## src/design/rpl_pkg.sv

```systemverilog
// shared constants and types of the protocol preset loader
`default_nettype none

package rpl_pkg;

  // ------------------------------------------------------------
  // coding register block
  // ------------------------------------------------------------
  localparam int unsigned NUM_PROTO    = 7;
  localparam logic [4:0]  LAST_IDX     = 5'h17;
  localparam logic [4:0]  RX_FIRST_IDX = 5'h10;
  localparam logic [7:0]  PROTO_RX_SUP = 8'h06;
  localparam logic [7:0]  CODING_BASE  = 8'h48;

  // positions inside the coding block, in write order
  localparam logic [4:0]  IDX_RESERVED = 5'h01;
  localparam logic [4:0]  IDX_TXDC     = 5'h02;
  localparam logic [4:0]  IDX_TXSF     = 5'h04;
  localparam logic [4:0]  IDX_SYM0L    = 5'h06;
  localparam logic [4:0]  IDX_SYM2     = 5'h09;
  localparam logic [4:0]  IDX_BURST    = 5'h0d;
  localparam logic [4:0]  IDX_S10MOD   = 5'h0e;
  localparam logic [4:0]  IDX_S32MOD   = 5'h0f;
  localparam logic [4:0]  IDX_RECEIVE_MODULATION    = 5'h15;
  localparam logic [4:0]  IDX_RECEIVE_CORRELATOR   = 5'h16;
  localparam logic [4:0]  IDX_FACTORY_CALIBRATION   = 5'h17;

  // ------------------------------------------------------------
  // software register offsets
  // ------------------------------------------------------------
  localparam logic [5:0]  OFS_LOAD     = 6'h00;
  localparam logic [5:0]  OFS_STATUS   = 6'h01;
  localparam logic [5:0]  OFS_INDEX    = 6'h02;
  localparam logic [5:0]  OFS_SHADOW   = 6'h20;
  localparam int unsigned STAT_BUSY    = 0;
  localparam int unsigned STAT_DONE    = 1;

  // ------------------------------------------------------------
  // preset table
  // ------------------------------------------------------------
  typedef logic [0:23][7:0] rpl_row_t;
  typedef logic [0:7][7:0]  rpl_rx_row_t;

  // row 6 receive half is overridden by supplied constants
  localparam rpl_row_t [0:6] PRESET_TAB = '{
    '{8'h00, 8'h00, 8'h83, 8'h04, 8'h40, 8'h00, 8'h00, 8'h00, 8'h00, 8'h84, 8'h02, 8'h00,
      8'h37, 8'h00, 8'h00, 8'h00, 8'h00, 8'h1d, 8'h00, 8'h01, 8'h00, 8'h24, 8'h60, 8'hf0},
    '{8'h00, 8'h00, 8'h83, 8'h04, 8'h40, 8'h00, 8'h00, 8'h00, 8'h00, 8'h84, 8'h02, 8'h00,
      8'h37, 8'h00, 8'h00, 8'h00, 8'h00, 8'h1d, 8'h00, 8'h01, 8'h00, 8'h24, 8'h40, 8'hf0},
    '{8'h00, 8'h00, 8'h83, 8'h04, 8'h40, 8'h00, 8'h00, 8'h00, 8'h00, 8'h81, 8'h02, 8'h00,
      8'h37, 8'h00, 8'h00, 8'h00, 8'h00, 8'h1d, 8'h00, 8'h01, 8'h00, 8'h26, 8'h60, 8'hf0},
    '{8'h80, 8'h00, 8'h44, 8'h00, 8'h44, 8'h08, 8'h22, 8'h08, 8'h28, 8'h8a, 8'h02, 8'hbb,
      8'h37, 8'h00, 8'h00, 8'h00, 8'h08, 8'h0b, 8'h00, 8'h00, 8'h08, 8'h04, 8'h50, 8'hf0},
    '{8'h80, 8'h00, 8'hc5, 8'h00, 8'h05, 8'h68, 8'h41, 8'h01, 8'ha1, 8'h00, 8'h00, 8'h8e,
      8'h00, 8'h00, 8'h00, 8'h00, 8'h08, 8'h0b, 8'h00, 8'h01, 8'h04, 8'h0c, 8'h40, 8'hf0},
    '{8'h80, 8'h00, 8'hc5, 8'h00, 8'h05, 8'h68, 8'h41, 8'h01, 8'ha1, 8'h00, 8'h00, 8'h8e,
      8'h00, 8'h00, 8'h00, 8'h00, 8'h08, 8'h0b, 8'h00, 8'h01, 8'h04, 8'h0c, 8'h50, 8'hf0},
    '{8'h80, 8'h00, 8'hc5, 8'h00, 8'h05, 8'h68, 8'h41, 8'h01, 8'ha1, 8'h00, 8'h00, 8'h8e,
      8'h00, 8'h00, 8'h00, 8'h00, 8'h00, 8'h00, 8'h00, 8'h00, 8'h00, 8'h00, 8'h00, 8'h00}
  };

  localparam rpl_rx_row_t P6_RX_DEFAULT = '{8'h08, 8'h0b, 8'h00, 8'h01, 8'h04, 8'h0c, 8'h88, 8'hf0};
  localparam rpl_row_t    UNDEF_DEFAULT = '{23: 8'hf0, default: 8'h00};

  // ------------------------------------------------------------
  // state
  // ------------------------------------------------------------
  typedef enum logic [1:0] {ST_IDLE, ST_RUN, ST_FIN} rpl_state_t;

  typedef struct packed {
    rpl_state_t st;
    logic [4:0] idx;
    logic [7:0] proto;
    logic       we;
    logic [7:0] addr;
    logic [7:0] wdata;
    logic       done;
    logic       busy;
    logic [7:0] rdata;
    rpl_row_t   shadow;
  } rpl_core_t;

  typedef struct packed {
    logic       start;
    logic [7:0] proto;
    logic       complete;
  } rpl_csr_t;

  localparam rpl_core_t CORE_RESET = '{st: ST_IDLE, default: '0};
  localparam rpl_csr_t  CSR_RESET  = '0;

endpackage : rpl_pkg

`default_nettype wire

```

## src/design/rpl_if.sv

```systemverilog
// signals shared by the loader core, its control registers and its preset table
`timescale 1ns/1ps
`default_nettype none

interface rpl_if;
  logic       wr;
  logic [5:0] addr;
  logic [7:0] wdata;
  logic [7:0] csr_rdata;
  logic       start;
  logic [7:0] proto;
  logic       busy;
  logic       done;
  logic [4:0] idx;
  logic [7:0] rom_proto;
  logic [7:0] rom_data;

  modport csr_mp (input wr, addr, wdata, busy, done, idx, output start, proto, csr_rdata);
  modport rom_mp (input rom_proto, idx, output rom_data);
endinterface : rpl_if

`default_nettype wire

```

## src/design/rpl_csr.sv

```systemverilog
// command and status registers of the preset loader
`timescale 1ns/1ps
`default_nettype none

module rpl_csr (
  input  wire logic clock,
  input  wire logic nrst,
  rpl_if.csr_mp     bus
);

  rpl_pkg::rpl_csr_t csr_q;
  rpl_pkg::rpl_csr_t csr_d;

  always_comb begin
    csr_d       = csr_q;
    csr_d.start = 1'b0;
    // a pending start also blocks, since busy lags it by one cycle
    if (bus.wr && bus.addr == rpl_pkg::OFS_LOAD && !bus.busy && !csr_q.start) begin
      csr_d.start    = 1'b1;
      csr_d.proto    = bus.wdata;
      csr_d.complete = 1'b0;
    end
    if (bus.done) begin
      csr_d.complete = 1'b1;
    end
  end

  always_ff @(posedge clock) begin
    if (!nrst) begin
      csr_q <= rpl_pkg::CSR_RESET;
    end else begin
      csr_q <= csr_d;
    end
  end

  assign bus.start = csr_q.start;
  assign bus.proto = csr_q.proto;

  always_comb begin
    bus.csr_rdata = 8'h00;
    unique case (bus.addr)
      rpl_pkg::OFS_LOAD: begin
        bus.csr_rdata = csr_q.proto;
      end
      rpl_pkg::OFS_STATUS: begin
        bus.csr_rdata[rpl_pkg::STAT_BUSY] = bus.busy;
        bus.csr_rdata[rpl_pkg::STAT_DONE] = csr_q.complete;
      end
      rpl_pkg::OFS_INDEX: begin
        bus.csr_rdata = {3'h0, bus.idx};
      end
      default: begin
        bus.csr_rdata = 8'h00;
      end
    endcase
  end

endmodule : rpl_csr

`default_nettype wire

```

## src/design/rpl_loader.sv

```systemverilog
// protocol preset loader: sequencer, coding shadow and register bus front
//
// The address-and-strobe port and the placing of the registers were left to the implementer.
`timescale 1ns/1ps
`default_nettype none

// ------------------------------------------------------------
// ------------------------------------------------------------

module rpl_loader #(
  parameter rpl_pkg::rpl_rx_row_t P6_RX     = rpl_pkg::P6_RX_DEFAULT,
  parameter rpl_pkg::rpl_row_t    UNDEF_ROW = rpl_pkg::UNDEF_DEFAULT
) (
  input  wire logic       clock,
  input  wire logic       nrst,
  input  wire logic [5:0] reg_addr,
  input  wire logic [7:0] reg_wdata,
  input  wire logic       reg_wr,
  input  wire logic       reg_rd,
  output logic      [7:0] reg_rdata,
  output logic            cfg_we,
  output logic      [7:0] cfg_addr,
  output logic      [7:0] cfg_wdata,
  output logic            load_busy,
  output logic            load_done
);

  // ------------------------------------------------------------
  // submodules
  // ------------------------------------------------------------
  rpl_if bus ();

  rpl_pkg::rpl_core_t core_q;
  rpl_pkg::rpl_core_t core_d;

  rpl_csr u_csr (
    .clock (clock),
    .nrst  (nrst),
    .bus   (bus)
  );

  rpl_rom #(
    .P6_RX     (P6_RX),
    .UNDEF_ROW (UNDEF_ROW)
  ) u_rom (
    .bus (bus)
  );

  assign bus.wr        = reg_wr;
  assign bus.addr      = reg_addr;
  assign bus.wdata     = reg_wdata;
  assign bus.busy      = core_q.busy;
  assign bus.done      = core_q.done;
  assign bus.idx       = core_q.idx;
  assign bus.rom_proto = core_q.proto;

  // ------------------------------------------------------------
  // sequencer
  // ------------------------------------------------------------
  always_comb begin
    core_d       = core_q;
    core_d.we    = 1'b0;
    core_d.done  = 1'b0;
    core_d.rdata = 8'h00;
    unique case (core_q.st)
      rpl_pkg::ST_IDLE: begin
        if (bus.start) begin
          core_d.st    = rpl_pkg::ST_RUN;
          core_d.idx   = 5'h00;
          core_d.proto = bus.proto;
        end
      end
      rpl_pkg::ST_RUN: begin
        // one write per cycle, addresses confined to the coding block
        core_d.we                 = 1'b1;
        core_d.addr               = rpl_pkg::CODING_BASE + {3'h0, core_q.idx};
        core_d.wdata              = bus.rom_data;
        core_d.shadow[core_q.idx] = bus.rom_data;
        if (core_q.idx == rpl_pkg::LAST_IDX) begin
          core_d.st = rpl_pkg::ST_FIN;
        end else begin
          core_d.idx = 5'(core_q.idx + 5'h01);
        end
      end
      rpl_pkg::ST_FIN: begin
        // the last write is on the port now; report one cycle later
        core_d.done = 1'b1;
        core_d.st   = rpl_pkg::ST_IDLE;
      end
    endcase
    core_d.busy = (core_d.st != rpl_pkg::ST_IDLE);

    // ------------------------------------------------------------
    // read path: shadow of the coding block, else control registers
    // ------------------------------------------------------------
    if (reg_rd) begin
      if (reg_addr >= rpl_pkg::OFS_SHADOW &&
          reg_addr <= rpl_pkg::OFS_SHADOW + {1'b0, rpl_pkg::LAST_IDX}) begin
        core_d.rdata = core_q.shadow[5'(reg_addr - rpl_pkg::OFS_SHADOW)];
      end else begin
        core_d.rdata = bus.csr_rdata;
      end
    end
  end

  always_ff @(posedge clock) begin
    if (!nrst) begin
      core_q <= rpl_pkg::CORE_RESET;
    end else begin
      core_q <= core_d;
    end
  end

  assign reg_rdata = core_q.rdata;
  assign cfg_we    = core_q.we;
  assign cfg_addr  = core_q.addr;
  assign cfg_wdata = core_q.wdata;
  assign load_busy = core_q.busy;
  assign load_done = core_q.done;

  // ------------------------------------------------------------
  // checks
  // ------------------------------------------------------------
  localparam logic [7:0] A_FIRST  = rpl_pkg::CODING_BASE;
  localparam logic [7:0] A_LAST   = rpl_pkg::CODING_BASE + {3'h0, rpl_pkg::LAST_IDX};
  localparam logic [7:0] A_RSV    = rpl_pkg::CODING_BASE + {3'h0, rpl_pkg::IDX_RESERVED};
  localparam logic [7:0] A_TXDC   = rpl_pkg::CODING_BASE + {3'h0, rpl_pkg::IDX_TXDC};
  localparam logic [7:0] A_TXSF   = rpl_pkg::CODING_BASE + {3'h0, rpl_pkg::IDX_TXSF};
  localparam logic [7:0] A_SYM0L  = rpl_pkg::CODING_BASE + {3'h0, rpl_pkg::IDX_SYM0L};
  localparam logic [7:0] A_SYM2   = rpl_pkg::CODING_BASE + {3'h0, rpl_pkg::IDX_SYM2};
  localparam logic [7:0] A_BURST  = rpl_pkg::CODING_BASE + {3'h0, rpl_pkg::IDX_BURST};
  localparam logic [7:0] A_S10MOD = rpl_pkg::CODING_BASE + {3'h0, rpl_pkg::IDX_S10MOD};
  localparam logic [7:0] A_S32MOD = rpl_pkg::CODING_BASE + {3'h0, rpl_pkg::IDX_S32MOD};
  localparam logic [7:0] A_RECEIVE_MODULATION  = rpl_pkg::CODING_BASE + {3'h0, rpl_pkg::IDX_RECEIVE_MODULATION};
  localparam logic [7:0] A_RECEIVE_CORRELATOR = rpl_pkg::CODING_BASE + {3'h0, rpl_pkg::IDX_RECEIVE_CORRELATOR};
  localparam logic [7:0] A_FACTORY_CALIBRATION = rpl_pkg::CODING_BASE + {3'h0, rpl_pkg::IDX_FACTORY_CALIBRATION};
endmodule : rpl_loader

`default_nettype wire

```

## src/design/rpl_rom.sv

```systemverilog
// read-only preset table indexed by protocol number and register position
`timescale 1ns/1ps
`default_nettype none

module rpl_rom #(
  parameter rpl_pkg::rpl_rx_row_t P6_RX     = rpl_pkg::P6_RX_DEFAULT,
  parameter rpl_pkg::rpl_row_t    UNDEF_ROW = rpl_pkg::UNDEF_DEFAULT
) (
  rpl_if.rom_mp bus
);

  always_comb begin
    if (bus.rom_proto >= 8'(rpl_pkg::NUM_PROTO)) begin
      bus.rom_data = UNDEF_ROW[bus.idx];
    end else if (bus.rom_proto == rpl_pkg::PROTO_RX_SUP && bus.idx >= rpl_pkg::RX_FIRST_IDX) begin
      // receive half starts on an 8-aligned slot, so the low bits index it
      bus.rom_data = P6_RX[bus.idx[2:0]];
    end else begin
      bus.rom_data = rpl_pkg::PRESET_TAB[bus.rom_proto[2:0]][bus.idx];
    end
  end

endmodule : rpl_rom

`default_nettype wire

```

## config.mk

```make
export PLATFORM = sky130hd
export DESIGN_NAME = rpl_loader
export DESIGN_NICKNAME = d
export VERILOG_FILES = /design/src/design/rpl_pkg.sv /design/src/design/rpl_if.sv /design/src/design/rpl_csr.sv /design/src/design/rpl_loader.sv /design/src/design/rpl_rom.sv
export SDC_FILE = /design/constraint.sdc
export NUM_CORES = 1
export LEC_CHECK = 0
export BUFFER_PORTS_ARGS = -buffer_cell sky130_fd_sc_hd__buf_4
export CAP_MARGIN = 25
export CORE_MARGIN = 4
export CORE_UTILIZATION = 60
export CTS_CLUSTER_SIZE = 10
export DETAILED_ROUTE_END_ITERATION = 8
export GPL_TIMING_DRIVEN = 0
export PLACE_DENSITY = 0.78
export SETUP_SLACK_MARGIN = 0.3
export SYNTH_ARGS = -nofsm -noshare
export SYNTH_HDL_FRONTEND = slang
export SYNTH_SLANG_ARGS = --single-unit
```

## constraint.sdc

```tcl
create_clock -name clock -period 4.2 [get_ports clock]
set_clock_uncertainty 0.05 [all_clocks]
set_input_delay 0.21 -clock clock [delete_from_list [all_inputs] [get_ports clock]]
set_output_delay 0.21 -clock clock [all_outputs]
set_load 0.005 [all_outputs]
```

==> results of run 1 <==
-- cell usage after synthesis, types with 14 or more instances --
master and instances:
sky130_fd_sc_hd__nand3_1 78, sky130_fd_sc_hd__o21ai_1 32, sky130_fd_sc_hd__clkbuf_1 89, sky130_fd_sc_hd__a32oi_1 14, sky130_fd_sc_hd__nand2_1 121, sky130_fd_sc_hd__mux4_2 40, sky130_fd_sc_hd__buf_4 26, sky130_fd_sc_hd__buf_2 34
sky130_fd_sc_hd__o21ai_0 53, sky130_fd_sc_hd__o31ai_1 71, sky130_fd_sc_hd__a31oi_1 82, sky130_fd_sc_hd__and4b_1 14, sky130_fd_sc_hd__ha_1 15, sky130_fd_sc_hd__nor2b_1 15, sky130_fd_sc_hd__a32o_1 24, sky130_fd_sc_hd__dfxtp_1 243
sky130_fd_sc_hd__a21oi_1 30, sky130_fd_sc_hd__mux2i_1 63, sky130_fd_sc_hd__o22ai_1 26, sky130_fd_sc_hd__nor2_1 95
-- sequential cells by signal (all words and copies together) (netlist names), 5 cells and up --
signal	flops
cfg_wdata	8
cfg_addr	7
bus.rom_proto	8
bus.idx	5
core_q	194
u_csr.bus.proto	8
reg_rdata	8
-- kinds of logic after synthesis --
logic type / count (synthesis) / synth area share (%)
simple gates: 394 / 16.4
xor+xnor: 5 / 0.361
buf+inv: 177 / 6.89
other cells: 1 / 0.0309
flops: 243 / 40.1
mux: 103 / 12.6
compound gates: 394 / 22.0
fa+ha+maj: 15 / 1.55
-- power by group through the flow --
stage | Combinational [mW] | Sequential [mW] | Clock, mW
2_1_floorplan | 0.114 | 2.36 | 0
4_1_cts | 0.193 | 2.31 | 2.14
3_5_place_dp | 0.187 | 2.36 | 0
6_report | 0.203 | 2.31 | 2.16
5_1_grt | 0.208 | 2.31 | 2.25
3_3_place_gp | 0.185 | 2.36 | 0
-- per-layer routing --
layer / vias up / routed length, um
met3: 185 / 5130
met2: 854 / 19000
met1: 5523 / 15800
met5: - / 0
li1: 5156 / -
met4: 0 / 2810
-- cell type report --
class / instances / share of cell area, %
tap: 265 / 2.43
timing repair buffer: 49 / 2.85
multi-input combinational: 912 / 47.3
inverter: 14 / 0.386
antenna: 1 / 0.0184
clock buffer: 34 / 5.61
buffer: 163 / 5.75
sequential: 243 / 35.7
-- critical path, cell delays in order (launching register included) --
cell and delay [ns]:
sky130_fd_sc_hd__dfxtp_1 0.39, sky130_fd_sc_hd__buf_2 0.23, sky130_fd_sc_hd__clkinv_1 0.34, sky130_fd_sc_hd__ha_1 0.38, sky130_fd_sc_hd__a21boi_0 0.40, sky130_fd_sc_hd__o31ai_1 0.16, sky130_fd_sc_hd__nor2_1 0.68, sky130_fd_sc_hd__clkbuf_1 0.56
sky130_fd_sc_hd__o21ai_1 0.14
-- how the worst max path moves through the flow --
stage                     startpoint     endpoint  slack (ns)  cells past startpoint
after floorplan           bus.idx[0]  core_q[124]        1.88                      8
after global placement    bus.idx[0]  core_q[132]        0.83                      8
after detailed placement  bus.idx[0]  core_q[132]        0.84                      8
after CTS                 bus.idx[0]   core_q[68]        0.84                      8
after global routing      bus.idx[0]   core_q[84]        0.61                      8
final                     bus.idx[0]  core_q[132]        0.74                      8
-- per-stage QoR --
step,setup slack [ns],power [mW]
6_report,0.736,4.67
5_1_grt,0.605,4.76
4_1_cts,0.836,4.64
3_5_place_dp,0.843,2.54
3_3_place_gp,0.832,2.54
2_1_floorplan,1.88,2.47
-- repair_timing --
item | 4_1_cts | 5_1_grt
gates resized for setup | 0 | 0
endpoints found under the hold margin | 8 | 0
setup buffers | 0 | 0
hold buffers | 8 | 0
==> impl.org, run 1 <==
** Power and ir drop
- Net switching share of the total power :: 22.5%
- Internal power consumption :: 3.62 mW
- Combinational share of power :: 4.4%
- Sequential share of power :: 49.4%
- In this run, the clock network consumes 46.2% of the power.
- Sw power :: 1.05 mW
- Worst vdd ir :: 0.329 mV
- Leakage power summed over all cells :: 4.79 nW
- Power spread over the standard cell area amounts to 343 nW/um^2.

** Timing
- Post-route worst hold slack :: 0.0735 ns
- The worst path in the final design needs a cycle of 3.46 ns, including I/O delays and setup.
- For the pin with the worst max-slew slack, the measured transition is 1.06 ns.
- Setup-violating endpoint count in the final report :: 0
- Adding up every negative setup slack in the final design gives 0 ns.
- Count of final max-slew check failures :: 0
- Worst-case headroom to the max-slew limit :: 29.2%
- Based on the critical path, the design can be clocked at up to 289 MHz.
- The worst path uses 82.5% of the clock period.
- Final hold viol count :: 0
- RSZ-0062 raised after global routing :: false

** Setup path
- The startpoint identified for the worst register-to-register timing path is bus.idx[0].
- Along the worst path, the maximum fanout reaches 11.
- Measured in cells, the most critical reg-to-reg path has a length of 8.
- Worst R2R End :: core_q[132]
- Setup slack on the worst flop-to-flop path :: 0.74 ns
- The worst setup path is captured at a flip-flop.
- STA puts the critical path data required time at 4.56 ns.
- Critical setup path kind :: reg -> reg
- STA classifies the critical path startpoint as a flip-flop.
- For the worst setup path, the data arrival time is 3.82 ns.

** Global route
- Total global routing overflow :: 0
- Number of antenna violations at the first check in global routing :: 1
- Largest net degree at the start of global routing :: 14
- The first global-routing pass estimated 64.8 mm of wire.
- Met1 Usage GRT :: 49.5%
- After global routing, the most crowded layer is met2.
- The via count of the first global-routing pass was 11035.
- Global routing usage summed across all routing layers :: 37.5%
- In the global route stage, met3 resource usage came out at 7.31%.
- For this run, global-route usage on met2 was measured as 57.9%.

** Drt
- Initial drt markers :: 1867
- First-pass iteration count of the detailed router :: 8
- Routed wire length :: 42.8 mm
- Total number of vias :: 11718
- Average wire length per cell after detail routing :: 25.4 um
- For this run, design rule violations remaining after detail routing come to 0.
- Final ANT Viol Nets :: 0
- Dividing the detail-routed via count by the number of cells gives 6.97.

** Logic synthesis
- Biggest area consumer among synthesized cells :: sky130_fd_sc_hd__dfxtp_1
- Syn nets :: 1365
- Of the post-synthesis cell area, the dominant cell type holds 40.1%.
- The Yosys step of the flow raised 0 warnings.
- After technology mapping, the gate count stands at 1332.
- In this run, synthesis inferred 0 flip-flops with an integrated enable.
- Main area contributors after synthesis :: sky130_fd_sc_hd__dfxtp_1 40%, sky130_fd_sc_hd__mux4_2 7.4%, sky130_fd_sc_hd__mux2i_1 5.2%, sky130_fd_sc_hd__o31ai_1 4.4%, sky130_fd_sc_hd__a31oi_1 4.2%
- After synthesis the netlist holds a flip-flop and latch count of 243.
- Predominant post-synthesis flop cell :: sky130_fd_sc_hd__dfxtp_1
- For this run, the register share of the synthesized area comes to 40.1%.
- In the synthesized netlist the async set-or-reset flop fraction comes to 0%.
- Average cell area after synthesis :: 9.11 um^2
- In this run, distinct cell masters in the synthesized netlist total 70.
- The mapped netlist covers 12100 um^2.

** Min path
- The worst hold path belongs to the class in -> reg.
- Hold Path Sink :: reg_rdata[2]
- Min-Delay Startpoint :: reg_rd
- Cell depth of the worst min-delay path :: 3

** Cells and area
- Area growth syn-to-layout :: 12.2%
- Most common cell after layout, fill and taps aside :: sky130_fd_sc_hd__dfxtp_1
- Final cell area excluding filler cells :: 13600 um^2
- Layout net count :: 1444
- Counting the fill cells in the layout gives 1632.
- In the final layout, the share of cells above drive strength 1 is 13.4%.
- Area taken by multi-input logic gates :: 6440 um^2
- Cell Count, Final, Fillers Out :: 1681
- Measured on the finished design, the core utilization comes to 69.3%.
- Total area of sequential cells :: 4860 um^2
- The library cells used most frequently in the layout, excluding fill and tap cells, are 243 x sky130_fd_sc_hd__dfxtp_1, 121 x sky130_fd_sc_hd__nand2_1, 95 x sky130_fd_sc_hd__nor2_1, 92 x sky130_fd_sc_hd__clkbuf_1, 82 x sky130_fd_sc_hd__a31oi_1.

** Placed design
- After legalization and detailed placement, the total HPWL measured 32.0 mm.
- Routability-driven placement finished with a final weighted congestion of 1.03.
- After detailed placement, the design holds a cell count of 1637.
- Post-detailed-placement cell area :: 12800 um^2
- Port bufs :: 39

** Clock tree
- Depth of the CTS H-tree :: 1
- CTS tree :: yes
- Total clock buffers created by CTS :: 28
- Max clock buf depth :: 3
- Clock tree synthesis found a total of 243 sinks.
- At the later pin of the worst-skew pair, clock insertion delay measures 0.55 ns.
- CTS placed an instance of sky130_fd_sc_hd__clkbuf_16 at the clock tree root.
- Clock slew at the register clock pins of the worst setup and hold paths :: 0.05 ns

** Floorplanning
- Number of top-level pins :: 45
- Row cnt :: 51
- Once the floorplan was initialized, standard cells occupied 61.8% of the core.
- Std-Cell Core Area :: 19700 um^2
- The die covers 22600 um^2.
- The die is 150 um wide.
- Die height :: 150 um

** Run status
- The flow ran to the end, and the final reports show no timing, DRC or antenna violations.

** Run
- Max Cap Viol :: 0
Power figures use the tool's default switching activity.
==> run 2, diff against run 1 <==
CORE_UTILIZATION = 56   (was 60)
PLACE_DENSITY = 0.76   (was 0.78)
clock period = 2.9 ns   (was 4.2 ns; I/O delays follow)
==> impl.org, run 2 (same netlist as run 1, synthesis figures left out) <==
** Run status
- Status :: completed

** Clock tree
- Total clock buffers created by CTS :: 28
- Clock network latency to the later pin of the worst-skew pair :: 0.56 ns
- Max clock buf depth :: 3
- In this run the number of H-tree levels came out at 1.
- Clock slew at the register clock pins of the worst setup and hold paths :: 0.05 ns
- Buffer type at the clock tree root :: sky130_fd_sc_hd__clkbuf_16
- TritonCTS built the clock tree.
- Clock tree synthesis found a total of 243 sinks.

** Setup path
- Required @ worst endpoint :: 3.29 ns
- Kind of end point of the critical path :: flip-flop
- Among the stages of the critical path, the cell type that occurs most often is sky130_fd_sc_hd__a21oi_1.
- Of all nets on the critical path, the largest fanout is 10.
- Ordered cell list for the critical path :: clkbuf_4, buf_4, a21oi_1, a21oi_1, a21oi_1, nor2_1, clkbuf_2, o41ai_1
- Arrival time of the worst setup path :: 2.98 ns
- Counting cells, the worst reg-to-reg path comes to 8.
- On the worst path, the slowest cell contributes a delay of 0.43 ns.
- The worst setup path is launched from a flip-flop.
- Worst-path cell with the longest stage delay :: sky130_fd_sc_hd__o41ai_1
- Setup slack on the worst flop-to-flop path :: 0.31 ns
- The critical path is of the reg -> reg type.

** Placed design
- Prior to clock tree synthesis, the placed netlist has a worst setup slack of -0.584 ns.
- Placed Cells :: 1646
- The count of buffers added on input and output ports is 39.
- Detailed placement finished with a half-perimeter wire length of 32.7 mm.
- Final estimated routing congestion in global placement :: 1.06

** Power and ir drop
- In this run, flip-flops and latches consume 50.0% of the power.
- Net switching is 23.2% of the power.
- Clock power share :: 45.6%
- Leakage power summed over all cells :: 4.90 nW
- Internal power consumption :: 5.14 mW
- Worst vdd ir :: 0.397 mV
- Combinational share of power :: 4.4%
- Dividing total power by cell area gives a power density of 486 nW/um^2.
- In this run the power spent charging and discharging nets is 1.55 mW.

** Global route
- Global-route wire length before repair :: 66.6 mm
- Total global routing overflow :: 0
- The initial antenna violation count came to 2.
- Largest net degree at the start of global routing :: 15
- Global routing used 35.7% of the available tracks across all layers.
- Number of global-route vias before repair :: 11180

** Timing
- Timing would allow up to 387 MHz.
- The worst pin sits at a relative slew slack of 32.3%.
- Final TNS setup :: 0 ns
- The final critical path takes up 89.1% of the cycle.
- Count of final max-slew check failures :: 0
- Subtracting the final worst setup slack from the clock period gives 2.59 ns.
- Setup repair after global routing could not meet its margin everywhere.
- Setup-violating endpoint count in the final report :: 0
- Post-route worst hold slack :: 0.0365 ns
- The worst path meets setup with 0.315 ns of slack.
- At the pin with the least slew margin, the transition time is 1.01 ns.
- Final hold viol count :: 0

** Cells and area
- Most common cell after layout, fill and taps aside :: sky130_fd_sc_hd__dfxtp_1
- Once layout is complete, the cells apart from fillers number 1694.
- Leaving out fill and tap cells, the most frequent cells in the layout are 241 x sky130_fd_sc_hd__dfxtp_1, 121 x sky130_fd_sc_hd__nand2_1, 93 x sky130_fd_sc_hd__nor2_1, 82 x sky130_fd_sc_hd__a31oi_1, 77 x sky130_fd_sc_hd__nand3_1.
- More flip-flops sit in one register than any other, and that register is core_q.
- Core Util, Final :: 65.2%
- Fill cell count :: 1772
- The repair_antennas step left the layout with diodes totalling 0.
- Share of cells above drive strength 1 :: 16.4%
- Layout net count :: 1448
- Max FFs per register :: 194
- Area growth syn-to-layout :: 13.6%

** Run
- Across the run, the number of max-cap violations was 0.

** Floorplanning
- Die width :: 155 um
- Die height :: 155 um
- Std-Cell Core Area :: 21200 um^2
- The floorplan step defined a die boundary enclosing 24100 um^2.
- The initialized floorplan defines 53 standard-cell rows.
- Once the floorplan was initialized, standard cells occupied 57.4% of the core.
- Number of top-level pins :: 45

** Drt
- Routed wire length :: 44.0 mm
- Total number of vias :: 11725
- The first detailed-routing pass took 6 iterations.
- Average wire length per cell after detail routing :: 26.0 um
- Residual DRC count :: 0
- Avg Vias per Cell :: 6.92
- In this run, the number of DRC markers left after iteration 0 of detailed routing was 1511.
- The detail route stage leaves a number of antenna-violating nets equal to 0.

** Min path
- Path category of the worst min-delay check :: in -> reg
- Along the worst hold path, the cell count comes to 4.
==> run 2: changes by cell type in the layout (fill, tap and decap cells not counted), sizes merged <==
| cell | previous run | this run |
|---|---|---|
| clkbuf | 124 | 127 |
| inv | 13 | 14 |
| diode | 1 | 0 |
| dlygate4sd3 | 8 | 9 |
| buf | 114 | 112 |
| clkinv | 1 | 2 |
==> run 2: worst max-delay path, delay by kind of cell (launching register included) <==
family	cells	cell delay (ns)
buffers and inverters	3	0.68
and+or+nand+nor	1	0.23
DFF	1	0.34
AOI/OAI and AO/OA	4	1.18
==> run 2: per-stage QoR <==
step / instance area [um^2] / power (mW)
2_1_floorplan: 12100 / 3.58
3_3_place_gp: 12800 / 3.69
3_5_place_dp: 12800 / 3.69
4_1_cts: 13700 / 6.66
5_1_grt: 13800 / 6.81
6_report: 13800 / 6.69
==> run 2: layer usage <==
metal / global-route usage, % / vias to the layer above / share of wire [%]
met1: 48.2 / 5524 / 39
met5: 0 / - / 0.066
met3: 7.34 / 194 / 11
li1: - / 5170 / -
met4: 15.9 / 4 / 5.8
met2: 55.8 / 833 / 44
==> run 2: final timing paths <==
check                    from              end
min                    reg_wr  u_csr.bus.start
max          bus.rom_proto[2]      core_q[121]
min reg2reg      cfg_wdata[0]     cfg_wdata[0]
max reg2reg  bus.rom_proto[2]      core_q[121]
==> run 2: final cells by class <==
cell class | count | area [um^2] | area share [%]
repair buffers | 53 | 420 | 3.05
multi-input cells | 912 | 6520 | 47.3
clock buffers | 32 | 716 | 5.19
inverters | 14 | 55.1 | 0.399
plain buffers | 163 | 840 | 6.09
well taps | 275 | 344 | 2.50
clock inverters | 2 | 21.3 | 0.154
flip-flops and latches | 243 | 4870 | 35.3
==> run 2: power groups by stage <==
stage          Clock, mW  Combinational [mW]  Sequential, mW
5_1_grt             3.17               0.304            3.34
2_1_floorplan          0               0.165            3.41
3_3_place_gp           0               0.271            3.42
6_report            3.05               0.295            3.34
3_5_place_dp           0               0.272            3.42
4_1_cts             3.03               0.283            3.34
==> run 2: timing repair <==
action,in CTS,in global routing
resized for setup,30,39
setup endpoints to repair,196,177
endpoints found under the hold margin,11,0
pin swaps,4,1
buffers inserted,5,0
hold buffers,9,0
